<file path="src/include/idsrc_pkg.sv">
package idsrc_pkg;

   localparam int NUM_CORES = 2;
   localparam int CORE_W = 1;
   localparam int ADDR_W = 16;
   localparam int DATA_W = 32;
   localparam int CNT_W = 64;

   typedef logic [CNT_W-1:0] idsrc_count_t;
   typedef logic [3:0] idsrc_state_t;
   typedef logic [CORE_W-1:0] idsrc_core_t;

   // Internal idle state codes, not idle_wait_instruction hints
   localparam idsrc_state_t ST_C4 = 4'h4;
   localparam idsrc_state_t ST_C6 = 4'h6;

   localparam idsrc_count_t CNT_RST = 64'h0;
   localparam idsrc_count_t CNT_ONE = 64'h1;

   // Register indices and the byte offset HI_OFS; byte address is four times the index
   localparam logic [ADDR_W-1:0] PKG_C6_IDX = 16'h03fa;
   localparam logic [ADDR_W-1:0] CORE_C4_IDX = 16'h03fc;
   localparam logic [ADDR_W-1:0] CORE_C6_IDX = 16'h03fd;
   localparam logic [ADDR_W-1:0] CORE_SEL_IDX = 16'h0800;
   localparam logic [ADDR_W-1:0] HI_OFS = 16'h1000;

   localparam logic [ADDR_W-1:0] PKG_LO_ADDR = PKG_C6_IDX << 2;
   localparam logic [ADDR_W-1:0] C4_LO_ADDR = CORE_C4_IDX << 2;
   localparam logic [ADDR_W-1:0] C6_LO_ADDR = CORE_C6_IDX << 2;
   localparam logic [ADDR_W-1:0] PKG_HI_ADDR = PKG_LO_ADDR + HI_OFS;
   localparam logic [ADDR_W-1:0] C4_HI_ADDR = C4_LO_ADDR + HI_OFS;
   localparam logic [ADDR_W-1:0] C6_HI_ADDR = C6_LO_ADDR + HI_OFS;
   localparam logic [ADDR_W-1:0] CORE_SEL_ADDR = CORE_SEL_IDX << 2;

   localparam logic [DATA_W-1:0] RD_ZERO = 32'h0;
   localparam idsrc_core_t CORE_SEL_RST = 1'h0;

   typedef struct packed {
      logic psel;
      logic penable;
      logic pwrite;
      logic [ADDR_W-1:0] paddr;
      logic [DATA_W-1:0] pwdata;
   } idsrc_apb_req_t;

   typedef struct packed {
      logic [DATA_W-1:0] prdata;
      logic pready;
      logic pslverr;
   } idsrc_apb_rsp_t;

   localparam idsrc_apb_rsp_t RSP_RST = '{prdata: 32'h0, pready: 1'b0,
                                         pslverr: 1'b0};

endpackage

</file>
<file path="src/idsrc_counter.sv">
`timescale 1ns/10ps
`default_nettype none

module idsrc_counter (
   // Clock and reset
   input wire logic clk_sys,
   input wire logic reset,
   // Count enable
   input wire logic inc,
   // Value
   output var idsrc_pkg::idsrc_count_t count
);

   idsrc_pkg::idsrc_count_t count_r;

   // Wraps silently; 64 bits at any sane tick rate outlives the part
   always_ff @(posedge clk_sys or posedge reset) begin
      if (reset) begin
         count_r <= idsrc_pkg::CNT_RST;
      end else if (inc) begin
         count_r <= count_r + idsrc_pkg::CNT_ONE;
      end
   end

   assign count = count_r;

   property p_cnt_hold;
      @(posedge clk_sys) disable iff (reset)
      !inc |=> count_r == $past(count_r);
   endproperty
   a_cnt_hold: assert property (p_cnt_hold)
      else $error("counter moved without enable");

   property p_cnt_step;
      @(posedge clk_sys) disable iff (reset)
      inc |=> count_r == $past(count_r) + idsrc_pkg::CNT_ONE;
   endproperty
   a_cnt_step: assert property (p_cnt_step)
      else $error("counter did not step by one");

endmodule

`default_nettype wire

</file>
<file path="src/idsrc_top.sv">
// The APB interface to the registers was decided locally.
`timescale 1ns/10ps
`default_nettype none

// How it works
// - Package counter is 64 bits, bits 63 to 0, read only to software.
// - Package counter counts from reset, only while package is in C6.
// - Each core has a read-only 64-bit counter of time spent in C4.
// - Each core has a second read-only 64-bit counter of time in C6.
// - Counters advance on the P1 rate tick, not the core's actual clock.
// - Qualifying states are internal state codes, not wait hints or ACPI.
module idsrc_top (
   // Clock and reset
   input wire logic clk_sys,
   input wire logic reset,
   // APB slave
   input wire idsrc_pkg::idsrc_apb_req_t apb_req,
   output var idsrc_pkg::idsrc_apb_rsp_t apb_rsp,
   // Power management state
   input wire logic p1_tick,
   input wire idsrc_pkg::idsrc_state_t pkg_state,
   input wire idsrc_pkg::idsrc_state_t [idsrc_pkg::NUM_CORES-1:0] core_state
);

   idsrc_pkg::idsrc_apb_rsp_t rsp_r;
   idsrc_pkg::idsrc_core_t core_sel_r;
   logic [idsrc_pkg::DATA_W-1:0] snap_r;

   idsrc_pkg::idsrc_count_t pkg_c6_val;
   idsrc_pkg::idsrc_count_t [idsrc_pkg::NUM_CORES-1:0] c4_val;
   idsrc_pkg::idsrc_count_t [idsrc_pkg::NUM_CORES-1:0] c6_val;
   logic pkg_c6_inc;
   logic [idsrc_pkg::NUM_CORES-1:0] c4_inc;
   logic [idsrc_pkg::NUM_CORES-1:0] c6_inc;

   logic acc;
   logic done;
   logic [idsrc_pkg::DATA_W-1:0] rd_data;
   logic rd_err;
   logic snap_load;
   logic [idsrc_pkg::DATA_W-1:0] snap_nxt;
   idsrc_pkg::idsrc_count_t c4_sel;
   idsrc_pkg::idsrc_count_t c6_sel;

   // Package residency
   assign pkg_c6_inc = p1_tick &&
      (pkg_state == idsrc_pkg::ST_C6);

   idsrc_counter u_pkg_c6 (
      .clk_sys(clk_sys),
      .reset(reset),
      .inc(pkg_c6_inc),
      .count(pkg_c6_val)
   );

   // Per-core residency
   genvar gi;
   generate
      for (gi = 0; gi < idsrc_pkg::NUM_CORES; gi++) begin : g_core
         // Tick comes from a fixed-rate source, so frequency changes
         // on the core leave the count scale unchanged
         assign c4_inc[gi] = p1_tick &&
            (core_state[gi] ==
             idsrc_pkg::ST_C4);
         assign c6_inc[gi] = p1_tick &&
            (core_state[gi] == idsrc_pkg::ST_C6);

         idsrc_counter u_c4 (
            .clk_sys(clk_sys),
            .reset(reset),
            .inc(c4_inc[gi]),
            .count(c4_val[gi])
         );

         idsrc_counter u_c6 (
            .clk_sys(clk_sys),
            .reset(reset),
            .inc(c6_inc[gi]),
            .count(c6_val[gi])
         );

         property p_c4_cause;
            @(posedge clk_sys) disable iff (reset)
            (c4_val[gi] != $past(c4_val[gi])) |->
               $past(p1_tick) && $past(core_state[gi]) == idsrc_pkg::ST_C4;
         endproperty
         a_c4_cause: assert property (p_c4_cause)
            else $error("core C4 count moved outside C4");

         property p_c6_cause;
            @(posedge clk_sys) disable iff (reset)
            (c6_val[gi] != $past(c6_val[gi])) |->
               $past(p1_tick) && $past(core_state[gi]) == idsrc_pkg::ST_C6;
         endproperty
         a_c6_cause: assert property (p_c6_cause)
            else $error("core C6 count moved outside C6");

         property p_c6_runs;
            @(posedge clk_sys) disable iff (reset)
            (p1_tick && core_state[gi] == idsrc_pkg::ST_C6) |=>
               c6_val[gi] == $past(c6_val[gi]) + idsrc_pkg::CNT_ONE;
         endproperty
         a_c6_runs: assert property (p_c6_runs)
            else $error("core C6 count missed a tick");

         property p_c4_runs;
            @(posedge clk_sys) disable iff (reset)
            (p1_tick && core_state[gi] == idsrc_pkg::ST_C4) |=>
               c4_val[gi] == $past(c4_val[gi]) + idsrc_pkg::CNT_ONE;
         endproperty
         a_c4_runs: assert property (p_c4_runs)
            else $error("core C4 count missed a tick");

         property p_c4_code_only;
            @(posedge clk_sys) disable iff (reset)
            core_state[gi] == idsrc_pkg::ST_C4 |=>
               c6_val[gi] == $past(c6_val[gi]);
         endproperty
         a_c4_code_only: assert property (p_c4_code_only)
            else $error("core C6 count moved on C4 code");
      end
   endgenerate

   assign c4_sel = c4_val[core_sel_r];
   assign c6_sel = c6_val[core_sel_r];

   // First access cycle answers next cycle; one wait state always
   assign acc = apb_req.psel && apb_req.penable && !rsp_r.pready;
   assign done = apb_req.psel && apb_req.penable && rsp_r.pready;

   // Low read latches the high half so a 64-bit read is coherent
   always_comb begin
      rd_data = idsrc_pkg::RD_ZERO;
      rd_err = 1'b0;
      snap_load = 1'b0;
      snap_nxt = snap_r;
      case (apb_req.paddr)
         idsrc_pkg::PKG_LO_ADDR: begin
            rd_data = pkg_c6_val[idsrc_pkg::DATA_W-1:0];
            rd_err = apb_req.pwrite;
            snap_load = !apb_req.pwrite;
            snap_nxt = pkg_c6_val[idsrc_pkg::CNT_W-1:idsrc_pkg::DATA_W];
         end
         idsrc_pkg::C4_LO_ADDR: begin
            rd_data = c4_sel[idsrc_pkg::DATA_W-1:0];
            rd_err = apb_req.pwrite;
            snap_load = !apb_req.pwrite;
            snap_nxt = c4_sel[idsrc_pkg::CNT_W-1:idsrc_pkg::DATA_W];
         end
         idsrc_pkg::C6_LO_ADDR: begin
            rd_data = c6_sel[idsrc_pkg::DATA_W-1:0];
            rd_err = apb_req.pwrite;
            snap_load = !apb_req.pwrite;
            snap_nxt = c6_sel[idsrc_pkg::CNT_W-1:idsrc_pkg::DATA_W];
         end
         idsrc_pkg::PKG_HI_ADDR,
         idsrc_pkg::C4_HI_ADDR,
         idsrc_pkg::C6_HI_ADDR: begin
            rd_data = snap_r;
            rd_err = apb_req.pwrite;
         end
         idsrc_pkg::CORE_SEL_ADDR: begin
            rd_data = {{(idsrc_pkg::DATA_W-idsrc_pkg::CORE_W){1'b0}},
                       core_sel_r};
         end
         default: begin
            rd_err = 1'b1;
         end
      endcase
   end

   // APB answer
   always_ff @(posedge clk_sys or posedge reset) begin
      if (reset) begin
         rsp_r <= idsrc_pkg::RSP_RST;
      end else if (acc) begin
         rsp_r.pready <= 1'b1;
         rsp_r.pslverr <= rd_err;
         rsp_r.prdata <= apb_req.pwrite ? idsrc_pkg::RD_ZERO : rd_data;
      end else begin
         rsp_r.pready <= 1'b0;
         rsp_r.pslverr <= 1'b0;
      end
   end

   // High-half snapshot
   always_ff @(posedge clk_sys or posedge reset) begin
      if (reset) begin
         snap_r <= idsrc_pkg::RD_ZERO;
      end else if (acc && snap_load) begin
         snap_r <= snap_nxt;
      end
   end

   // Core select, the only writable field
   always_ff @(posedge clk_sys or posedge reset) begin
      if (reset) begin
         core_sel_r <= idsrc_pkg::CORE_SEL_RST;
      end else if (done && apb_req.pwrite &&
                   apb_req.paddr == idsrc_pkg::CORE_SEL_ADDR) begin
         core_sel_r <= apb_req.pwdata[idsrc_pkg::CORE_W-1:0];
      end
   end

   assign apb_rsp = rsp_r;

   property p_pkg_cause;
      @(posedge clk_sys) disable iff (reset)
      (pkg_c6_val != $past(pkg_c6_val)) |->
         $past(p1_tick) && $past(pkg_state) == idsrc_pkg::ST_C6;
   endproperty
   a_pkg_cause: assert property (p_pkg_cause)
      else $error("package count moved outside C6");

   property p_pkg_runs;
      @(posedge clk_sys) disable iff (reset)
      (p1_tick && pkg_state == idsrc_pkg::ST_C6) [*2] |=>
         pkg_c6_val == $past(pkg_c6_val, 2) + idsrc_pkg::CNT_ONE +
                       idsrc_pkg::CNT_ONE;
   endproperty
   a_pkg_runs: assert property (p_pkg_runs)
      else $error("package count missed a tick in C6");

   property p_no_tick;
      @(posedge clk_sys) disable iff (reset)
      !p1_tick |=> pkg_c6_val == $past(pkg_c6_val) &&
                   c4_val == $past(c4_val) && c6_val == $past(c6_val);
   endproperty
   a_no_tick: assert property (p_no_tick)
      else $error("a counter moved without a P1 tick");

   property p_c4_not_c6;
      @(posedge clk_sys) disable iff (reset)
      pkg_state == idsrc_pkg::ST_C4 |=> pkg_c6_val == $past(pkg_c6_val);
   endproperty
   a_c4_not_c6: assert property (p_c4_not_c6)
      else $error("package C6 count moved on C4 code");

   property p_ro_write;
      @(posedge clk_sys) disable iff (reset)
      (acc && apb_req.pwrite && apb_req.paddr == idsrc_pkg::PKG_LO_ADDR)
         |=> rsp_r.pready && rsp_r.pslverr;
   endproperty
   a_ro_write: assert property (p_ro_write)
      else $error("write to package counter not refused");

   property p_ro_keep;
      @(posedge clk_sys) disable iff (reset)
      (done && apb_req.pwrite && !pkg_c6_inc) |=>
         pkg_c6_val == $past(pkg_c6_val);
   endproperty
   a_ro_keep: assert property (p_ro_keep)
      else $error("bus write changed package counter");

   property p_snap;
      @(posedge clk_sys) disable iff (reset)
      (acc && !apb_req.pwrite && apb_req.paddr == idsrc_pkg::PKG_LO_ADDR)
         |=> {snap_r, rsp_r.prdata} == $past(pkg_c6_val);
   endproperty
   a_snap: assert property (p_snap)
      else $error("package counter read wrong value");

   property p_c4_snap;
      @(posedge clk_sys) disable iff (reset)
      (acc && !apb_req.pwrite && apb_req.paddr == idsrc_pkg::C4_LO_ADDR)
         |=> {snap_r, rsp_r.prdata} == $past(c4_sel);
   endproperty
   a_c4_snap: assert property (p_c4_snap)
      else $error("core C4 counter read wrong value");

   property p_c6_snap;
      @(posedge clk_sys) disable iff (reset)
      (acc && !apb_req.pwrite && apb_req.paddr == idsrc_pkg::C6_LO_ADDR)
         |=> {snap_r, rsp_r.prdata} == $past(c6_sel);
   endproperty
   a_c6_snap: assert property (p_c6_snap)
      else $error("core C6 counter read wrong value");

   property p_hi_read;
      @(posedge clk_sys) disable iff (reset)
      (acc && !apb_req.pwrite && apb_req.paddr == idsrc_pkg::PKG_HI_ADDR)
         |=> rsp_r.prdata == $past(snap_r) && !rsp_r.pslverr;
   endproperty
   a_hi_read: assert property (p_hi_read)
      else $error("package high word not from snapshot");

   property p_c4_hi_ro;
      @(posedge clk_sys) disable iff (reset)
      (acc && apb_req.pwrite && apb_req.paddr == idsrc_pkg::C4_HI_ADDR)
         |=> rsp_r.pready && rsp_r.pslverr;
   endproperty
   a_c4_hi_ro: assert property (p_c4_hi_ro)
      else $error("write to core C4 counter not refused");

   property p_pkg_hold;
      @(posedge clk_sys) disable iff (reset)
      pkg_state != idsrc_pkg::ST_C6 |=> pkg_c6_val == $past(pkg_c6_val);
   endproperty
   a_pkg_hold: assert property (p_pkg_hold)
      else $error("package count moved on another state code");

   // No disable here: this one looks inside reset itself
   property p_rst_clear;
      @(posedge clk_sys)
      reset && $past(reset) |-> pkg_c6_val == idsrc_pkg::CNT_RST &&
         c4_val == {idsrc_pkg::NUM_CORES{idsrc_pkg::CNT_RST}} &&
         c6_val == {idsrc_pkg::NUM_CORES{idsrc_pkg::CNT_RST}} &&
         core_sel_r == idsrc_pkg::CORE_SEL_RST;
   endproperty
   a_rst_clear: assert property (p_rst_clear)
      else $error("state not cleared by reset");

endmodule

`default_nettype wire

</file>
<file path="config.mk">
export PLATFORM = sky130hd
export DESIGN_NAME = idsrc_top
export DESIGN_NICKNAME = d
export VERILOG_FILES = /design/src/include/idsrc_pkg.sv /design/src/idsrc_counter.sv /design/src/idsrc_top.sv
export SDC_FILE = /design/constraint.sdc
export NUM_CORES = 1
export LEC_CHECK = 0
export ABC_CLOCK_PERIOD_IN_PS = 12000
export BUFFER_PORTS_ARGS = -buffer_cell sky130_fd_sc_hd__buf_4
export CORE_ASPECT_RATIO = 1.1
export CORE_MARGIN = 5
export CORE_UTILIZATION = 35
export CTS_CLUSTER_SIZE = 24
export DETAILED_ROUTE_END_ITERATION = 8
export PLACE_DENSITY = 0.58
export SYNTH_ARGS = -nofsm -noshare
export SYNTH_HDL_FRONTEND = slang
export SYNTH_SLANG_ARGS = --single-unit
export TNS_END_PERCENT = 100
</file>
<file path="constraint.sdc">
create_clock -name clk_sys -period 12 [get_ports clk_sys]
set_input_delay 0.6 -clock clk_sys [delete_from_list [all_inputs] [get_ports clk_sys]]
set_output_delay 0.6 -clock clk_sys [all_outputs]
set_load 0.01 [all_outputs]
</file>
# Yosys cells after proc, flatten, opt, wreduce, memory -nomap -nowiden
# Index checks and enable logic that the tools add are counted.
[classes]
add_sub_neg = 5
order_cmp = 1
eq_ne = 12
n_mux = 10
reduce_logical = 18
[op_table]
columns = ["operator", "count"]
rows = [
  ["64-bit by 1-bit adder with 64-bit output, second input constant", 5],
  ["64-bit 2-to-1 mux", 4],
  ["32-bit case mux with 5 select lines", 1],
  ["32-bit case mux with 3 select lines", 1],
  ["16-bit by 12-bit equality test with 1-bit output, second input constant", 3],
  ["16-bit by 13-bit equality test with 1-bit output, second input constant", 3],
  ["32-bit 2-to-1 mux", 1],
  ["4-bit by 3-bit equality test with 1-bit output, second input constant", 5],
  ["16-bit by 14-bit equality test with 1-bit output, second input constant", 1],
  ["1-bit logical AND", 11],
  ["3-bit OR reduction", 2],
  ["6-bit OR reduction", 1],
  ["3-bit nonzero test", 1],
  ["1-bit logical NOT", 2],
  ["1-bit by 2-bit less-than comparator with 1-bit output, second input constant", 1],
  ["2-bit 2-to-1 mux", 1],
  ["1-bit case mux with 2 select lines", 1],
  ["2-bit AND reduction", 1],
  ["1-bit 2-to-1 mux", 1],
]
[totals]
register_bits = 387
wordCells = 56

# Logic depth before layout (Yosys ltp)
[depth]
depth_word = 5
depth_mapped = 9
ltp_nobuf = 7

# Hierarchy
# Synthesis repeated with hierarchy kept, for this count alone.
[unflattened]
cells_unflattened = 1788
area_unflattened_um2 = 20337.0
[modules_own_cells]
columns = ["module", "instances", "cells_each", "area_per_inst_um2"]
rows = [
  ["idsrc_counter", 5, 273, 3079.2],
  ["idsrc_top", 1, 423, 4941.0],
]

# Worst setup path after synthesis
# OpenSTA, ideal clock, no wires.
[synth_timing]
path_kind = "input port to flip-flop"
from = "in pkg_state[0]"
to = "reg u_pkg_c6.count_r[43], in the netlist u_pkg_c6.count[43]"
arrival_ps = 2293
t_required_ps = 11877
setup_slack_ps = 9585
cell_stages = 6
n_path_buf = 0
path_cell_list = "nor4bb_1 > nand4_1 > nor4_4 > and2b_1 > nand3_1 > xnor2_1"
[synth_via]
elab_chain_len = 2
[synth_lines]
columns = ["item", "line", "text"]
rows = [
  ["start, declared", "idsrc_top.sv:21", "input wire idsrc_pkg::idsrc_state_t pkg_state,"],
  ["4-bit by 3-bit equality test with 1-bit output", "idsrc_top.sv:47", "(pkg_state == idsrc_pkg::ST_C6);"],
  ["1-bit logical AND", "idsrc_top.sv:46", "assign pkg_c6_inc = p1_tick &&"],
  ["end signal, assigned", "idsrc_counter.sv:19", "count_r <= idsrc_pkg::CNT_RST;"],
  ["end signal, assigned", "idsrc_counter.sv:21", "count_r <= count_r + idsrc_pkg::CNT_ONE;"],
  ["end, declared", "idsrc_counter.sv:14", "idsrc_pkg::idsrc_count_t count_r;"],
]
# No other way between the ends.
# A chain may end at the register's enable or synchronous reset.

# Final worst setup path
[layout_timing]
from = "reg core_sel_r"
to = "reg snap_r[14] (netlist bit)"
[layout_via]
elab_chain_len = 3
elab_cells_between_ends = 5
[layout_lines]
columns = ["item", "line", "text"]
rows = [
  ["start, declared", "idsrc_top.sv:26", "idsrc_pkg::idsrc_core_t core_sel_r;"],
  ["start signal, assigned", "idsrc_top.sv:198", "core_sel_r <= idsrc_pkg::CORE_SEL_RST;"],
  ["start signal, assigned", "idsrc_top.sv:201", "core_sel_r <= apb_req.pwdata[idsrc_pkg::CORE_W-1:0];"],
  ["64-bit 2-to-1 mux (on tied branches) (2 in a row)", "idsrc_top.sv:125, idsrc_top.sv:124", ""],
  ["32-bit case mux with 3 select lines *", "idsrc_top.sv:137", "case (apb_req.paddr)"],
  ["end signal, assigned", "idsrc_top.sv:189", "snap_r <= idsrc_pkg::RD_ZERO;"],
  ["end signal, assigned", "idsrc_top.sv:191", "snap_r <= snap_nxt;"],
  ["end, declared", "idsrc_top.sv:27", "logic [idsrc_pkg::DATA_W-1:0] snap_r;"],
]
# Every way passes the cells marked *; elsewhere a longest branch is shown, timed or not. The select of a mux whose other input is x is not followed.

==> flow_metrics.tcl <==
set metrics [dict create \
    fmaxAchievable_mhz 293 \
    synth_largest_area_cell "dfrtp_1" \
    final-hold-violation-count 0 \
    routabilityCongestion 0.866 \
    rsz0062_at_grt "no" \
    synth_mux_area_frac 0.0688 \
    pin_count 100 \
    globalRouteOverflowTotal 0 \
    leakagePower_nw 9.55 \
    grt_pass1_wl_um 81300 \
    htree_levels 2 \
    status "finished clean" \
    synthAdderAreaFrac 0.00322 \
    ys_seq_elements 387 \
    design.die.area_um2 60300 \
    clk_pin_slew_ps 60 \
    die_y_um 257 \
    preCtsSetupSlack_ps 8460 \
    fin_nets 1955 \
    postLayoutSetupSlackWorst_ps 8590 \
    start_kind "flip-flop" \
    cts.sinks 387 \
    synthFlopType "dfrtp_1" \
    synth_xor_area_frac 0.142 \
    cts_buffers 44 \
    path_class "flip-flop to flip-flop" \
    track_usage 0.169 \
    ant_nets 0 \
    cts_setup_buffers 0 \
    max-vdd-ir-drop_uv 95.9 \
    wl_um 51800 \
    drcViolationCount 0 \
    drt_pass1_iterations 9 \
    place.port_buffers 68 \
    cp-end-kind "flip-flop" \
    yosys.area_share.simple 0.197 \
    async_flop_share 1.00 \
    synth_compound_area_frac 0.0690 \
    rrSetupSlack_ps 8590 \
    post-route-period-util 0.284 \
    cts_hold_buffers 0 \
    grt_max_degree 195 \
    max_cap_viol_count 0 \
    r2r_end "snap_r[14]" \
    vias 14200 \
    pwr_density_cell_nw_per_um2 126 \
    drive_gt1_frac 0.131 \
    power_mw 2.79 \
    dp_hpwl_um 37000 \
    synth_seq_area_share 0.499 \
    n_antenna_cell 0 \
    grt_pass1_vias 14000 \
    worstPathArrival_ps 3830 \
    drtIter0Drc 1269 \
    antenna_found_initial 0 \
    synth_cell_type_count 52 \
    cts_tree "built" \
    cts_buffer_depth 3 \
    core_area_um2 55000 \
    min_period_ps 3410 \
    worstPathMaxFanout 50 \
    final_util 0.404 \
    syn_nets 1894 \
    worstRegToRegCells 5 \
    slew_headroom 0.201 \
    ys_warn_count 0 \
    die_w_um 235 \
    skew_ps 17.4 \
    postSynthAreaPerCell_um2 10.7 \
    synthTopCellsByArea "dfrtp_1 50%, xnor2_1 9.7%, mux2i_1 4.8%" \
    setup_viol 0 \
    syn-instance-count 1823 \
    synth_area_um2 19400 \
    hp-class "input pin to asynchronous set/reset pin" \
    area_growth_pct 14.3 \
    fin_tns_setup_ps 0 \
    synth_top_area_share 0.499 \
    required_ps 12420 \
    drv_slew 0 \
    initial_core_util 0.353 \
    routedWlPerCell_um 19.5 \
    worstMarginPinSlew_ps 1200 \
    vias_per_cell 5.34 \
    ctsResizeCount 0 \
    synth_top_family_by_area "simple AND/OR/NAND/NOR gates" \
    cts-root-buf "clkbuf_16" \
    insertion_delay_ps 570 \
    fp-row-count 90 \
    rr_startpoint "core_sel_r" \
    synth-edff-count 0 \
]
==> kinds of logic after synthesis <==
| family | after synthesis |
|---|---|
| AND/OR/NAND/NOR | 715 |
| flip-flops | 387 |
| XOR/XNOR | 315 |
| AO/OA/AOI/OAI | 171 |
| multiplexers | 129 |
| buffers and inverters | 101 |
| adder cells (fa/ha/maj) | 5 |
==> synth_stat cells (all sizes together) (2+ instances only) <==
master,number
dfrtp,387
xnor2,214
nand2,194
nand3,116
nor2,110
nand4,101
xor2,101
mux2i,93
o21ai,69
clkbuf,56
and3,51
nor3,38
mux2,36
a222oi,32
inv,32
a22o,31
o221a,31
and4,29
and2,19
nor4,18
buf,13
or4,8
or3,7
a21oi,5
ha,5
nor2b,4
nor3b,4
nand4b,3
or2,3
nand2b,2
nand3b,2
nor4bb,2
==> how the worst max path moves through the flow <==
stage                            from    endpoint
final                      core_sel_r  snap_r[14]
after global routing       core_sel_r  snap_r[14]
after CTS                  core_sel_r  snap_r[14]
after detailed placement  apb_req[35]  snap_r[10]
after global placement    apb_req[44]   snap_r[9]
after floorplan                 reset  apb_rsp[0]
==> sequential cells by signal, indices dropped and copies added, names as in the netlist <==
| register | cells |
|---|---|
| g_core.u_c4.count | 128 |
| g_core.u_c6.count | 128 |
| u_pkg_c6.count | 64 |
| apb_rsp | 34 |
| snap_r | 32 |
| core_sel_r | 1 |
==> worst max-delay path, stage by stage, from the launching register on <==
cell and delay, ps:
dfrtp_4 760, buf_4 730, buf_4 810, mux2i_1 440, o221a_2 310, o21ai_0 80
==> layer usage <==
metal,up-vias,part of all wire,GRT usage
met2,322,0.49,0.282
met3,64,0.043,0.0217
li1,6675,-,-
met1,7107,0.45,0.233
met4,0,0.023,0.0479
met5,-,0,0
==> cells in the final DEF (no fill, tap or decap), drive strengths merged, types with 2 or more instances in the layout <==
master  instances
a222oi         32
clkinv          7
clkbuf         69
nor3b           4
nor3           38
nor2          110
and3           51
or2             3
xnor2         214
nand2b          2
nand2         194
and4           29
a21oi           5
ha              5
mux2i          93
nand3b          2
dfrtp         387
or4             8
nand3         116
xor2          101
nor2b           4
o221a          31
nand4b          3
a22o           31
nand4         101
nor4           18
o21ai          69
inv            32
mux2           36
buf            84
or3             7
nor4bb          2
and2           19
==> through the flow <==
stage                     area (µm²)  hold WS, ps  std cells
after floorplan                19400          441       1823
after global placement         20700          455       2574
after detailed placement       20700          461       2574
after CTS                      22200          231       2651
after global routing           22200          262       2651
final                          22200          176       2651
==> final cells by class <==
type,instances,area (µm²)
Clock inverter,8,80.1
Clock buffer,69,1370
Timing Repair Buffer,84,643
Sequential cell,387,9690
Tap cell,736,921
Inverter,32,128
Multi-Input combinational cell,1335,9360
Fill cell,5359,32800
==> where the power goes <==
| part | switching, mW | internal (mW) |
|---|---|---|
| clock | 0.539 | 0.801 |
| sequential | 0.0327 | 1.33 |
| combinational | 0.0533 | 0.0368 |
Note: power is estimated with default switching activity, not from simulation.
